[config.mk]
export PLATFORM = sky130hd
export DESIGN_NAME = hfrr_top
export DESIGN_NICKNAME = d
export VERILOG_FILES = /design/src/common/hfrr_pkg.sv /design/src/hdl/hfrr_top.sv
export SDC_FILE = /design/constraint.sdc
export NUM_CORES = 1
export LEC_CHECK = 0
export ABC_AREA = 1
export ABC_CLOCK_PERIOD_IN_PS = 3850
export BUFFER_PORTS_ARGS = -buffer_cell sky130_fd_sc_hd__clkbuf_2
export CAP_MARGIN = 20
export CELL_PAD_IN_SITES_DETAIL_PLACEMENT = 0
export CELL_PAD_IN_SITES_GLOBAL_PLACEMENT = 2
export CORE_UTILIZATION = 30
export CTS_BUF_LIST = sky130_fd_sc_hd__clkbuf_16
export CTS_CLUSTER_SIZE = 16
export DETAILED_ROUTE_END_ITERATION = 12
export GPL_TIMING_DRIVEN = 0
export PLACE_DENSITY = 0.69
export SETUP_SLACK_MARGIN = 0.2
export SYNTH_ARGS = -nofsm -noshare
export SYNTH_HDL_FRONTEND = slang
export SYNTH_SLANG_ARGS = --single-unit
[constraint.sdc]
create_clock -name CLK -period 3.85 [get_ports CLK]
set_input_delay 0.385 -clock CLK [delete_from_list [all_inputs] [get_ports CLK]]
set_output_delay 0.385 -clock CLK [all_outputs]
set_load 0.05 [all_outputs]
[src/common/hfrr_pkg.sv]
package hfrr_pkg;

  // register offsets (byte addresses on the 8-bit host port)
  localparam logic [7:0] ADDR_RX_PORT     = 8'hB4;
  localparam logic [7:0] ADDR_TX_INFO     = 8'hB6;
  localparam logic [7:0] ADDR_TX_PORT     = 8'hB7;
  localparam logic [7:0] ADDR_ROUTE_CTL   = 8'hB8;
  localparam logic [7:0] ADDR_SUPPRESS    = 8'hB9;
  localparam logic [7:0] ADDR_RX_STATE    = 8'hBC;
  localparam logic [7:0] ADDR_INT_STATUS  = 8'hBD;
  localparam logic [7:0] ADDR_INT_MASK    = 8'hBE;

  // transmit_fifo_info field positions
  localparam int TXI_UNDERRUN_BIT = 0;
  localparam int TXI_FULL_BIT     = 1;
  localparam int TXI_EMPTY_BIT    = 2;

  // receive_channel_route_ctl field positions
  localparam int ROUTE_SRC_BIT    = 7;
  localparam int ROUTE_SADS_BIT   = 6;
  localparam int ROUTE_MODE_BIT   = 5;
  localparam int ROUTE_CHAN_MSB   = 4;
  localparam int ROUTE_CHAN_LSB   = 0;

  // rx fifo state register field positions
  localparam int RXS_EMPTY_BIT    = 0;
  localparam int RXS_CLOSING_BIT  = 1;
  localparam int RXS_FULL_BIT     = 2;

  // interrupt status / mask bit positions
  localparam int IRQ_UNDERRUN_BIT = 0;
  localparam int IRQ_RX_END_BIT   = 1;
  localparam int IRQ_RX_DROP_BIT  = 2;
  localparam int IRQ_BITS         = 3;

  // reset values
  localparam logic [7:0] ROUTE_CTL_RST    = 8'h00;
  localparam logic [7:0] SUPPRESS_RST     = 8'h00;
  localparam logic [IRQ_BITS-1:0] IRQ_RST = 3'h0;

  // fifo geometry
  localparam int FIFO_DEPTH  = 64;
  localparam int FIFO_AW     = 6;
  localparam int BYTE_W      = 8;

  // highest Sa bit number on the line
  localparam logic [3:0] SA_TOP_NUM = 4'h8;

  // one bit from the receive framer, with its position in the frame
  typedef struct packed {
    logic       data;     // the received bit
    logic       strobe;   // one cycle per line bit
    logic       is_sa;    // bit is an Sa bit of timeslot 0
    logic [3:0] sa_num;   // Sa number 4..8 when is_sa
    logic [4:0] slot;     // timeslot 0..31
    logic [2:0] bit_idx;  // 7 = DS0 bit 8 (msb), 0 = DS0 bit 1
  } hfrr_linebit_type;

  // byte plus message-end marker as kept in the receive fifo
  typedef struct packed {
    logic              last;
    logic [BYTE_W-1:0] data;
  } hfrr_rxbyte_type;

endpackage

[src/hdl/hfrr_top.sv]
`timescale 1ns/100ps
// Overview of operation
// - Reading the receive port pops one byte, bit 7 is its msb.
// - Host writes transmit bytes to the transmit port, bit 7 msb, bit 0 lsb.
// - Transmit empty flag is live: high while the transmit fifo holds nothing.
// - Transmit full flag is live: high while the transmit fifo has no room.
// - Underrun flag sets when transmit fifo runs dry without end-of-message.
// - An underrun sends an abort on the link with no host action.
// - Underrun flag stays latched until the host reads the info register.
// - Info register bits 7..3 are unassigned; host ignores them.
// - Source select 0: take Sa bits enabled by the other control register.
// - Source select 1: Sa bits or channels chosen by the route register.
// - Sa/channel select 0: bits 4..0 enable Sa4..Sa8.
// - Sa/channel select 1: route channel data, picked per the mode bit.
// - Mode 0: five select bits name one channel as a binary number.
// - Mode 1: channel block registers pick the set of channels.
// - Channel number has bit 4 as msb and bit 0 as lsb.
// - Suppress bit set drops that DS0 bit; bit 7 is DS0 bit 8.
// - Closing-byte status high while presented byte ends a message; the rx state bit is live, the CLOSING_BYTE pin follows one cycle late.
// - Both fifos hold 64 bytes; not-full means one transmit slot free; TX_NOT_FULL stays high one cycle after the write that fills the fifo.

// fifo with registered full and empty flags, shared by both directions
module hfrr_fifo #(
  parameter int W = 8
) (
  input  wire logic         clk,
  input  wire logic         rst_n,
  input  wire logic         push,
  input  wire logic [W-1:0] wdata,
  input  wire logic         pop,
  output logic      [W-1:0] head,
  output logic              empty,
  output logic              full
);
  import hfrr_pkg::*;

  logic [W-1:0]       mem [FIFO_DEPTH];
  logic [FIFO_AW-1:0] wptr_r;
  logic [FIFO_AW-1:0] rptr_r;
  logic [FIFO_AW:0]   count_r;
  logic [FIFO_AW:0]   count_nxt;
  logic               do_push;
  logic               do_pop;

  // callers already gate, but guard again so the count can never wrap
  assign do_push   = push & ~full;
  assign do_pop    = pop & ~empty;
  assign count_nxt = count_r + (FIFO_AW+1)'(do_push) - (FIFO_AW+1)'(do_pop);

  // head shows the oldest entry at once, so a read takes it with no wait
  assign head      = mem[rptr_r];

  // storage, no reset needed for data
  always_ff @(posedge clk) begin
    if (do_push) begin
      mem[wptr_r] <= wdata;
    end
  end

  // read and write pointers, wrapping at the depth
  always_ff @(posedge clk) begin
    if (!rst_n) begin
      wptr_r <= '0;
      rptr_r <= '0;
    end else begin
      wptr_r <= wptr_r + FIFO_AW'(do_push);
      rptr_r <= rptr_r + FIFO_AW'(do_pop);
    end
  end

  // fill count, one bit wider than the pointers so a full fifo fits
  always_ff @(posedge clk) begin
    if (!rst_n) begin
      count_r <= '0;
    end else begin
      count_r <= count_nxt;
    end
  end

  // flags taken from the next count, so they carry no extra lag
  always_ff @(posedge clk) begin
    if (!rst_n) begin
      empty <= 1'b1;
      full  <= 1'b0;
    end else begin
      empty <= (count_nxt == '0);
      full  <= (count_nxt == (FIFO_AW+1)'(FIFO_DEPTH));
    end
  end
endmodule

module hfrr_top
  import hfrr_pkg::*;
(
  // clock and reset
  input  wire logic                  CLK,
  input  wire logic                  RST_N,
  // host register port
  input  wire logic [7:0]            ADDR,
  input  wire logic [7:0]            WDATA,
  input  wire logic                  WR,
  input  wire logic                  RD,
  output logic      [7:0]            RDATA,
  output logic                       IRQ,
  // receive framer bit stream and outside routing controls
  input  wire hfrr_linebit_type      LINE_BIT,
  input  wire logic [4:0]            SA_ENABLE,
  input  wire logic [31:0]           CHAN_BLOCK,
  // routed bits to the receive hdlc controller
  output logic                       HDLC_RX_BIT,
  output logic                       HDLC_RX_VALID,
  // bytes from the receive hdlc controller
  input  wire logic                  RXB_WR,
  input  wire hfrr_rxbyte_type       RXB_BYTE,
  output logic                       RXB_FULL,
  output logic                       CLOSING_BYTE,
  // bytes to the transmit hdlc controller
  input  wire logic                  TXB_RD,
  input  wire logic                  TX_EOM,
  output logic      [7:0]            TXB_DATA,
  output logic                       TXB_VALID,
  output logic                       TX_ABORT,
  output logic                       TX_NOT_FULL
);

  // control registers
  logic [7:0]          route_r;
  logic [7:0]          suppress_r;
  logic [IRQ_BITS-1:0] irq_mask_r;
  logic [IRQ_BITS-1:0] irq_stat_r;
  logic [IRQ_BITS-1:0] irq_stat_nxt;
  logic                underrun_r;
  logic                underrun_nxt;

  // address selects, shared by the strobes and the read mux
  wire sel_rx_port  = (ADDR == ADDR_RX_PORT);
  wire sel_tx_info  = (ADDR == ADDR_TX_INFO);
  wire sel_tx_port  = (ADDR == ADDR_TX_PORT);
  wire sel_route    = (ADDR == ADDR_ROUTE_CTL);
  wire sel_suppress = (ADDR == ADDR_SUPPRESS);
  wire sel_rx_state = (ADDR == ADDR_RX_STATE);
  wire sel_irq_stat = (ADDR == ADDR_INT_STATUS);
  wire sel_irq_mask = (ADDR == ADDR_INT_MASK);

  // decoded accesses
  wire rd_rx_port  = RD & sel_rx_port;
  wire rd_tx_info  = RD & sel_tx_info;
  wire rd_irq_stat = RD & sel_irq_stat;
  wire wr_tx_port  = WR & sel_tx_port;
  wire wr_route    = WR & sel_route;
  wire wr_suppress = WR & sel_suppress;
  wire wr_irq_mask = WR & sel_irq_mask;

  // fifo heads and flags
  hfrr_rxbyte_type   rx_head;
  logic [7:0]        tx_head;
  logic              rx_empty;
  logic              rx_full;
  logic              tx_empty;
  logic              tx_full;

  // receive side: a byte arriving while full is flagged in interrupt status, not stored
  wire rx_push   = RXB_WR & ~rx_full;
  wire rx_drop   = RXB_WR & rx_full;
  wire rx_end_ev = rx_push & RXB_BYTE.last;
  // an empty read pops nothing and returns the stale head
  wire rx_pop    = rd_rx_port & ~rx_empty;
  // presented byte closes a message; an empty fifo presents nothing
  wire rx_closing = rx_head.last & ~rx_empty;

  // transmit side: a write while full is dropped silently
  wire tx_push   = wr_tx_port & ~tx_full;
  wire tx_pop    = TXB_RD & ~tx_empty;
  // the transmitter wanted a byte, none is there and the message is open
  wire urun_evt  = TXB_RD & tx_empty & ~TX_EOM;

  // receive fifo keeps the message-end marker beside each byte
  hfrr_fifo #(
    .W ($bits(hfrr_rxbyte_type))
  ) u_rx_fifo (
    .clk   (CLK),
    .rst_n (RST_N),
    .push  (rx_push),
    .wdata (RXB_BYTE),
    .pop   (rx_pop),
    .head  (rx_head),
    .empty (rx_empty),
    .full  (rx_full)
  );

  // transmit fifo holds host bytes until the transmitter asks
  hfrr_fifo #(
    .W (BYTE_W)
  ) u_tx_fifo (
    .clk   (CLK),
    .rst_n (RST_N),
    .push  (tx_push),
    .wdata (WDATA),
    .pop   (tx_pop),
    .head  (tx_head),
    .empty (tx_empty),
    .full  (tx_full)
  );

  // route register fields
  wire       route_src  = route_r[ROUTE_SRC_BIT];
  wire       route_sads = route_r[ROUTE_SADS_BIT];
  wire       route_mode = route_r[ROUTE_MODE_BIT];
  wire [4:0] chan_num   = route_r[ROUTE_CHAN_MSB:ROUTE_CHAN_LSB];

  // receive routing: pick which enable mask applies to Sa bits
  wire [4:0] sa_mask   = route_src ? chan_num : SA_ENABLE;
  // Sa4 sits at mask bit 4, Sa8 at mask bit 0
  wire [3:0] sa_off    = SA_TOP_NUM - LINE_BIT.sa_num;
  wire       sa_in_rng = (LINE_BIT.sa_num >= 4'h4) && (LINE_BIT.sa_num <= SA_TOP_NUM);
  wire       sa_pick   = LINE_BIT.is_sa & sa_in_rng & sa_mask[sa_off[2:0]];

  // channel path only exists when the route register asks for it
  wire       use_chan  = route_src & route_sads;
  wire       chan_blk  = CHAN_BLOCK[LINE_BIT.slot];
  wire       chan_one  = (LINE_BIT.slot == chan_num);
  wire       chan_hit  = route_mode ? chan_blk : chan_one;
  // suppression applies to channel bits only, never to Sa bits
  wire       bit_kept  = ~suppress_r[LINE_BIT.bit_idx];
  wire       chan_pick = ~LINE_BIT.is_sa & chan_hit & bit_kept;
  wire       route_hit = use_chan ? chan_pick : sa_pick;

  // routed strobe registered so the controller sees a clean pulse
  always_ff @(posedge CLK) begin
    if (!RST_N) begin
      HDLC_RX_VALID <= 1'b0;
    end else begin
      HDLC_RX_VALID <= LINE_BIT.strobe & route_hit;
    end
  end

  // data rides along unqualified; only the valid pulse gives it meaning
  always_ff @(posedge CLK) begin
    if (!RST_N) begin
      HDLC_RX_BIT <= 1'b0;
    end else begin
      HDLC_RX_BIT <= LINE_BIT.data;
    end
  end

  // route register write
  always_ff @(posedge CLK) begin
    if (!RST_N) begin
      route_r <= ROUTE_CTL_RST;
    end else if (wr_route) begin
      route_r <= WDATA;
    end
  end

  // suppress register write
  always_ff @(posedge CLK) begin
    if (!RST_N) begin
      suppress_r <= SUPPRESS_RST;
    end else if (wr_suppress) begin
      suppress_r <= WDATA;
    end
  end

  // interrupt mask write; bits above the mask width are dropped
  always_ff @(posedge CLK) begin
    if (!RST_N) begin
      irq_mask_r <= IRQ_RST;
    end else if (wr_irq_mask) begin
      irq_mask_r <= WDATA[IRQ_BITS-1:0];
    end
  end

  // sticky flags: a new event in the reading cycle survives the clear
  assign underrun_nxt = urun_evt | (underrun_r & ~rd_tx_info);
  assign irq_stat_nxt = {rx_drop, rx_end_ev, urun_evt}
                      | (irq_stat_r & ~{IRQ_BITS{rd_irq_stat}});

  // underrun flag shown in the transmit info register
  always_ff @(posedge CLK) begin
    if (!RST_N) begin
      underrun_r <= 1'b0;
    end else begin
      underrun_r <= underrun_nxt;
    end
  end

  // interrupt status bits, cleared by reading them
  always_ff @(posedge CLK) begin
    if (!RST_N) begin
      irq_stat_r <= IRQ_RST;
    end else begin
      irq_stat_r <= irq_stat_nxt;
    end
  end

  // level interrupt from the next status, so it tracks the bits exactly
  always_ff @(posedge CLK) begin
    if (!RST_N) begin
      IRQ <= 1'b0;
    end else begin
      IRQ <= |(irq_stat_nxt & irq_mask_r);
    end
  end

  // read data mux; unassigned and unmapped bits read as zero
  wire [7:0] tx_info  = {5'h00, tx_empty, tx_full, underrun_r};
  wire [7:0] rx_state = {5'h00, rx_full, rx_closing, rx_empty};
  wire [7:0] irq_stat = {5'h00, irq_stat_r};
  wire [7:0] irq_mask = {5'h00, irq_mask_r};
  wire [7:0] rd_mux =
      sel_rx_port  ? rx_head.data :
      sel_tx_info  ? tx_info :
      sel_route    ? route_r :
      sel_suppress ? suppress_r :
      sel_rx_state ? rx_state :
      sel_irq_stat ? irq_stat :
      sel_irq_mask ? irq_mask : 8'h00;

  // read data stands only in the cycle after the strobe
  always_ff @(posedge CLK) begin
    if (!RST_N) begin
      RDATA <= 8'h00;
    end else begin
      RDATA <= RD ? rd_mux : 8'h00;
    end
  end

  // transmit pulses; abort fires in the cycle after the dry request
  always_ff @(posedge CLK) begin
    if (!RST_N) begin
      TXB_VALID <= 1'b0;
      TX_ABORT  <= 1'b0;
    end else begin
      TXB_VALID <= tx_pop;
      TX_ABORT  <= urun_evt;
    end
  end

  // byte handed over holds until the next pop
  always_ff @(posedge CLK) begin
    if (!RST_N) begin
      TXB_DATA <= 8'h00;
    end else if (tx_pop) begin
      TXB_DATA <= tx_head;
    end
  end

  // not-full copy for the host side; a pop frees a slot at once
  always_ff @(posedge CLK) begin
    if (!RST_N) begin
      TX_NOT_FULL <= 1'b1;
    end else begin
      TX_NOT_FULL <= ~(tx_full & ~tx_pop) | tx_pop;
    end
  end

  // receive full copy, one cycle behind the fifo flag
  always_ff @(posedge CLK) begin
    if (!RST_N) begin
      RXB_FULL <= 1'b0;
    end else begin
      RXB_FULL <= rx_full;
    end
  end

  // closing-byte status, one cycle behind the fifo head
  always_ff @(posedge CLK) begin
    if (!RST_N) begin
      CLOSING_BYTE <= 1'b0;
    end else begin
      CLOSING_BYTE <= rx_closing;
    end
  end

endmodule

# Yosys cells after proc, flatten, opt, wreduce, memory -nomap -nowiden
# Memory sizes are Yosys's and may differ from the RTL's. A register that Yosys moved wholly into a read port is not among the register bits.
# Index checks and enable logic that the tools add are counted.
[word_totals]
regBits = 81
mem_bits_rw = 1088
in_bits = 84
out_inout_bits = 24
word_cells = 122
memories = 2
[classes]
addsub = 9
magnitude_cmp = 5
n_eq_ne = 11
mux = 21
bitwise_logic = 44
reduce_logical = 6
[mem_list]
columns = ["name", "depth", "width", "rd", "rd_ports_with_merged_regs", "write_ports", "line", "rtl"]
rows = [
  ["u_rx_fifo.mem", 64, 9, 1, 1, 1, "hfrr_top.sv:37", "logic [W-1:0] mem [FIFO_DEPTH];"],
  ["u_tx_fifo.mem", 64, 8, 1, 1, 1, "hfrr_top.sv:37", ""],
]
[op_table]
columns = ["cell", "count"]
rows = [
  ["8-bit equality test, second input constant", 8],
  ["8-bit 2-to-1 mux", 4],
  ["1-bit bitwise AND", 28],
  ["6-bit by 1-bit adder with 6-bit output", 4],
  ["7-bit by 1-bit adder with 7-bit output", 2],
  ["7-bit equality test, second input constant", 2],
  ["7-bit logical NOT", 2],
  ["7-bit by 1-bit subtractor with 7-bit output", 2],
  ["1-bit inverter", 10],
  ["1-bit 2-to-1 mux", 9],
  ["3-bit 2-to-1 mux", 3],
  ["3-bit by 4-bit < comparator with 1-bit output, second input constant", 2],
  ["3-bit bitwise AND", 2],
  ["1-bit binary-select mux with 3-bit select", 2],
  ["5-bit by 6-bit < comparator with 1-bit output, second input constant", 1],
  ["6-bit 2-to-1 mux", 1],
  ["1-bit binary-select mux with 5-bit select", 1],
  ["5-bit equality test", 1],
  ["5-bit 2-to-1 mux", 1],
  ["4-bit by 3-bit greater-or-equal comparator with 1-bit output, second input constant", 1],
  ["4-bit less-or-equal comparator, second input constant", 1],
  ["3-bit inverter", 1],
  ["3-bit OR", 1],
  ["3-bit OR reduction", 1],
  ["5 further kinds", 6],
]

# Depth between registers and ports, before layout
[depth]
depth_word = 8
ltp_mapped = 19
ltp_nobuf = 19

# Modules after synthesis
# Synthesis repeated with hierarchy kept, for this count alone.
[hier_totals]
cells_unflattened = 4860
hier_area_um2 = 50449.6
[by_module_without_submodules]
columns = ["mod", "n_inst", "cells_each", "area_each_um2"]
rows = [
  ["hfrr_fifo (u_rx_fifo)", 1, 2354, 25273.0],
  ["hfrr_fifo (u_tx_fifo)", 1, 2116, 22532.9],
  ["hfrr_top", 1, 390, 2643.8],
]

# Worst setup path before layout
# No wires, ideal clock.
[synth_timing]
path_kind = "input-to-reg"
startpoint = "input port ADDR[6]"
endpoint = "register u_rx_fifo.empty"
t_arrival_ps = 2838
path_slack_ps = 937
stages = 18
path_cell_list = "inv_1 -> nand4_1 -> nor2_1 -> nand2_1 -> nor3_1 -> inv_1 -> nor2_1 -> inv_1 -> nand2_1 -> ha_1 -> inv_1 -> fa_1 -> o21ai_0 -> xor2_1 -> nand2_1 -> nor3_1 -> nand3_1 -> o21ai_0"
[synth_via]
elab_chain_len = 6
[synth_rtl]
columns = ["item", "line", "rtl"]
rows = [
  ["start: declaration", "hfrr_top.sv:99", "input wire logic [7:0] ADDR,"],
  ["8-bit equality test", "hfrr_top.sv:136", "wire sel_rx_port = (ADDR == ADDR_RX_PORT);"],
  ["1-bit bitwise AND", "hfrr_top.sv:146", "wire rd_rx_port = RD & sel_rx_port;"],
  ["1-bit bitwise AND", "hfrr_top.sv:167", "wire rx_pop = rd_rx_port & ~rx_empty;"],
  ["1-bit bitwise AND", "hfrr_top.sv:47", "assign do_pop = pop & ~empty;"],
  ["7-bit by 1-bit subtractor with 7-bit output", "hfrr_top.sv:48", "assign count_nxt = count_r + (FIFO_AW+1)'(do_push) - (FIFO_AW+1)'(do_pop);"],
  ["7-bit logical NOT", "hfrr_top.sv:86", "empty <= (count_nxt == '0);"],
  ["end signal: assignment", "hfrr_top.sv:86", ""],
  ["end: declaration", "hfrr_top.sv:32", "output logic empty,"],
]
# Every way passes these cells.
# A chain may end at the register's enable or synchronous reset.

==> impl_metrics.tcl <==
set metrics [dict create \
    power.density_mw_per_mm2 506.2 \
    core_mm2 0.1568 \
    timing.hold.ws_ps 43.12 \
    finClkSkew_ps 60.30 \
    synth_edf_count 1088 \
    grt_pass1_wl_mm 250.9 \
    die_area_mm2 0.1600 \
    cts_root_buffer "clkbuf_16" \
    antenna_found_initial 6 \
    insertion_delay_ps 770 \
    dp_hpwl_mm 126.0 \
    slew_headroom 0.2027 \
    chipWidth_um 400.1 \
    status "completed" \
    worst_slew_pin_slew_ps 1192 \
    ys_seq_area_frac 0.7248 \
    initial_utilization 0.3032 \
    syn_to_final_growth_pct 17.00 \
    rsz0062_at_grt "false" \
    clockBufferDepth 3 \
    syn_area_per_cell_um2 12.18 \
    setup_viol 0 \
    finalHoldViolations 0 \
    fmax_ghz 0.2738 \
    die_h_um 400.1 \
    crit_type "reg2reg" \
    overflow 0 \
    worstPathRequired_ps 4450 \
    first_pass_iters 5 \
    fin_cells 6382 \
    start_kind "flip-flop" \
    fp-row-count 145 \
    viasPerCell 5.323 \
    routed_wl_mm 183.2 \
    worst_setup_path_end_kind "flip-flop" \
    dominantRegCellSynth "edfxtp_1" \
    clk_pin_slew_ps 60 \
    cts_setup_buffers 0 \
    htreeDepth 3 \
    pre_cts_ws_ps -74.08 \
    grt_max_degree 68 \
    finalNetCount 4325 \
    cts_buffers 120 \
    synth.area.top_cells "edfxtp_1 69%, nor2_1 6.1%, o21ai_0 5.7%" \
    finalWorstSetupSlack_ps 197.4 \
    dpl_cell_area_mm2 0.05156 \
    async_reset_ff_frac 0 \
    drv_slew 0 \
    grt_usage 0.2243 \
    min_period_over_period 0.9487 \
    hold_class "in2reg" \
    yosys_register_bits 1177 \
    globalplace.congestion 0.9180 \
    period_minus_slack_ps 3653 \
    grt_pass1_vias 31540 \
    yosys.area.top_type "edfxtp_1" \
    portBuffers 103 \
    critPathArrivalTime_ps 4250 \
    syn_inst 3904 \
    design_area_mm2 0.05561 \
    p_leak_nw 18.50 \
    dp_cells 6139 \
    ioPinCount 108 \
    irDropWorstVdd_v 0.0004453 \
    clock-sinks 1177 \
    wl_per_cell_um 28.70 \
    synth_top_area_share 0.6873 \
    cts_tree "yes" \
    synth_warnings 0 \
    vias 33970 \
    drtAntennaViolNets 0 \
    drive_above_1_share 0.1069 \
    drt_iter0_markers 4288 \
    drc_errors 0 \
    syn_nets 4011 \
    syn-cell-area_mm2 0.04753 \
    path_max_fanout 10 \
    cap_violations 0 \
    synth_cell_types 44 \
]
==> cells in the mapped netlist, types with 18 or more instances <==
master,n
a21oi_1,86
buf_2,48
buf_4,18
clkbuf_1,144
dfxtp_1,89
edfxtp_1,1088
ha_1,21
inv_1,140
nand2_1,302
nand3_1,180
nand4_1,51
nor2_1,772
o211ai_1,87
o21ai_0,540
o21ai_1,33
o221ai_1,58
o22ai_1,152
==> through the flow <==
stage / TNS, ps / power, mW / util
6_report: 0 / 28.15 / 0.3548
5_1_grt: 0 / 28.96 / 0.3548
4_1_cts: 0 / 28.27 / 0.3541
3_5_place_dp: -87.99 / 16.68 / 0.3290
3_3_place_gp: -8044 / 16.64 / 0.3230
2_1_floorplan: 0 / 15.58 / -
==> routing by layer <==
layer	GRT usage	routed length, um	share of wire	vias to the layer above
met5	0	41	0.00022	-
met4	0.07068	5970	0.033	6
met3	0.03470	13640	0.074	260
met2	0.3619	86580	0.47	1534
met1	0.3088	76940	0.42	17250
li1	-	-	-	14930
==> area by class of cell <==
| type | count | area (um^2) |
|---|---|---|
| tap | 2058 | 2575 |
| multi-input combinational | 2335 | 11380 |
| inverter | 152 | 575.6 |
| fill | 15570 | 101100 |
| sequential | 1177 | 34450 |
| timing repair buffer | 192 | 1554 |
| buffer | 240 | 1157 |
| antenna | 1 | 2.502 |
| clock buffer | 122 | 3053 |
| clock inverter | 105 | 863.3 |
==> critical path, stage by stage (launching register included) <==
cell and delay, ps:
dfxtp_1 360, buf_6 160, inv_4 110, buf_4 200, clkbuf_1 870, o21ai_0 250, o211ai_1 140, nand3_1 310
nand4_1 210, nand3_1 150, nand3_1 210, nand2_1 90, a21oi_1 460
==> placed cells by master, fill, tap and decap left out, drive strengths merged, types with 5 or more instances in the layout <==
cell type and n:
o221ai 58, a21oi 87, xor2 9, edfxtp 1088
o211ai 87, nor2 773, clkinvlp 5, ha 21
buf 181, inv 173, dfxtp 89, nor3 12
nand2 302, o22ai 152, bufinv 12, clkinv 67
nand3 180, clkbuf 370, xnor2 7, nand4 51
o21ai 573
==> path summary, 6_finish.rpt <==
kind                                  start                       end  slack (ps)  depth (start not counted)
max          u_rx_fifo.rptr_r[0]$_SDFF_PN0_       RDATA[1]$_SDFF_PN0_         200                         12
min                            LINE_BIT[12]  HDLC_RX_VALID$_SDFF_PN0_          40                          4
max reg2reg  u_rx_fifo.rptr_r[0]$_SDFF_PN0_       RDATA[1]$_SDFF_PN0_         200                         12
min reg2reg        irq_stat_r[0]$_SDFF_PN0_  irq_stat_r[0]$_SDFF_PN0_         500                          2
==> timing repair <==
item,4_1_cts,5_1_grt
endpoints found under the setup margin,0,3
resized for setup,0,3
hold buffers,3,0
endpoints found under the hold margin,2,0
==> flip-flops by register name, indices dropped and copies added (netlist names), 3 cells and up <==
signal,count
u_rx_fifo.rptr_r,6
u_rx_fifo.wptr_r,6
suppress_r,8
u_tx_fifo.wptr_r,6
u_rx_fifo.count_r,7
RDATA,8
irq_mask_r,3
u_tx_fifo.count_r,7
TXB_DATA,8
u_tx_fifo.rptr_r,6
route_r,8
u_tx_fifo.mem,512
irq_stat_r,3
u_rx_fifo.mem,576
==> power by group <==
part           switching [mW]  internal [mW]
Clock                    5.19           6.55
Sequential             0.0696           14.1
Combinational            1.68          0.598
==> logic make-up after synthesis <==
group | synth area share
and+or+nand+nor | 0.1126
AOI/OAI and AO/OA | 0.1169
xor gates and xnor gates | 0.002948
DFF | 0.7248
buffers and inverters | 0.03643
adders and majority gates | 0.006370
Power figures use the tool's default switching activity.
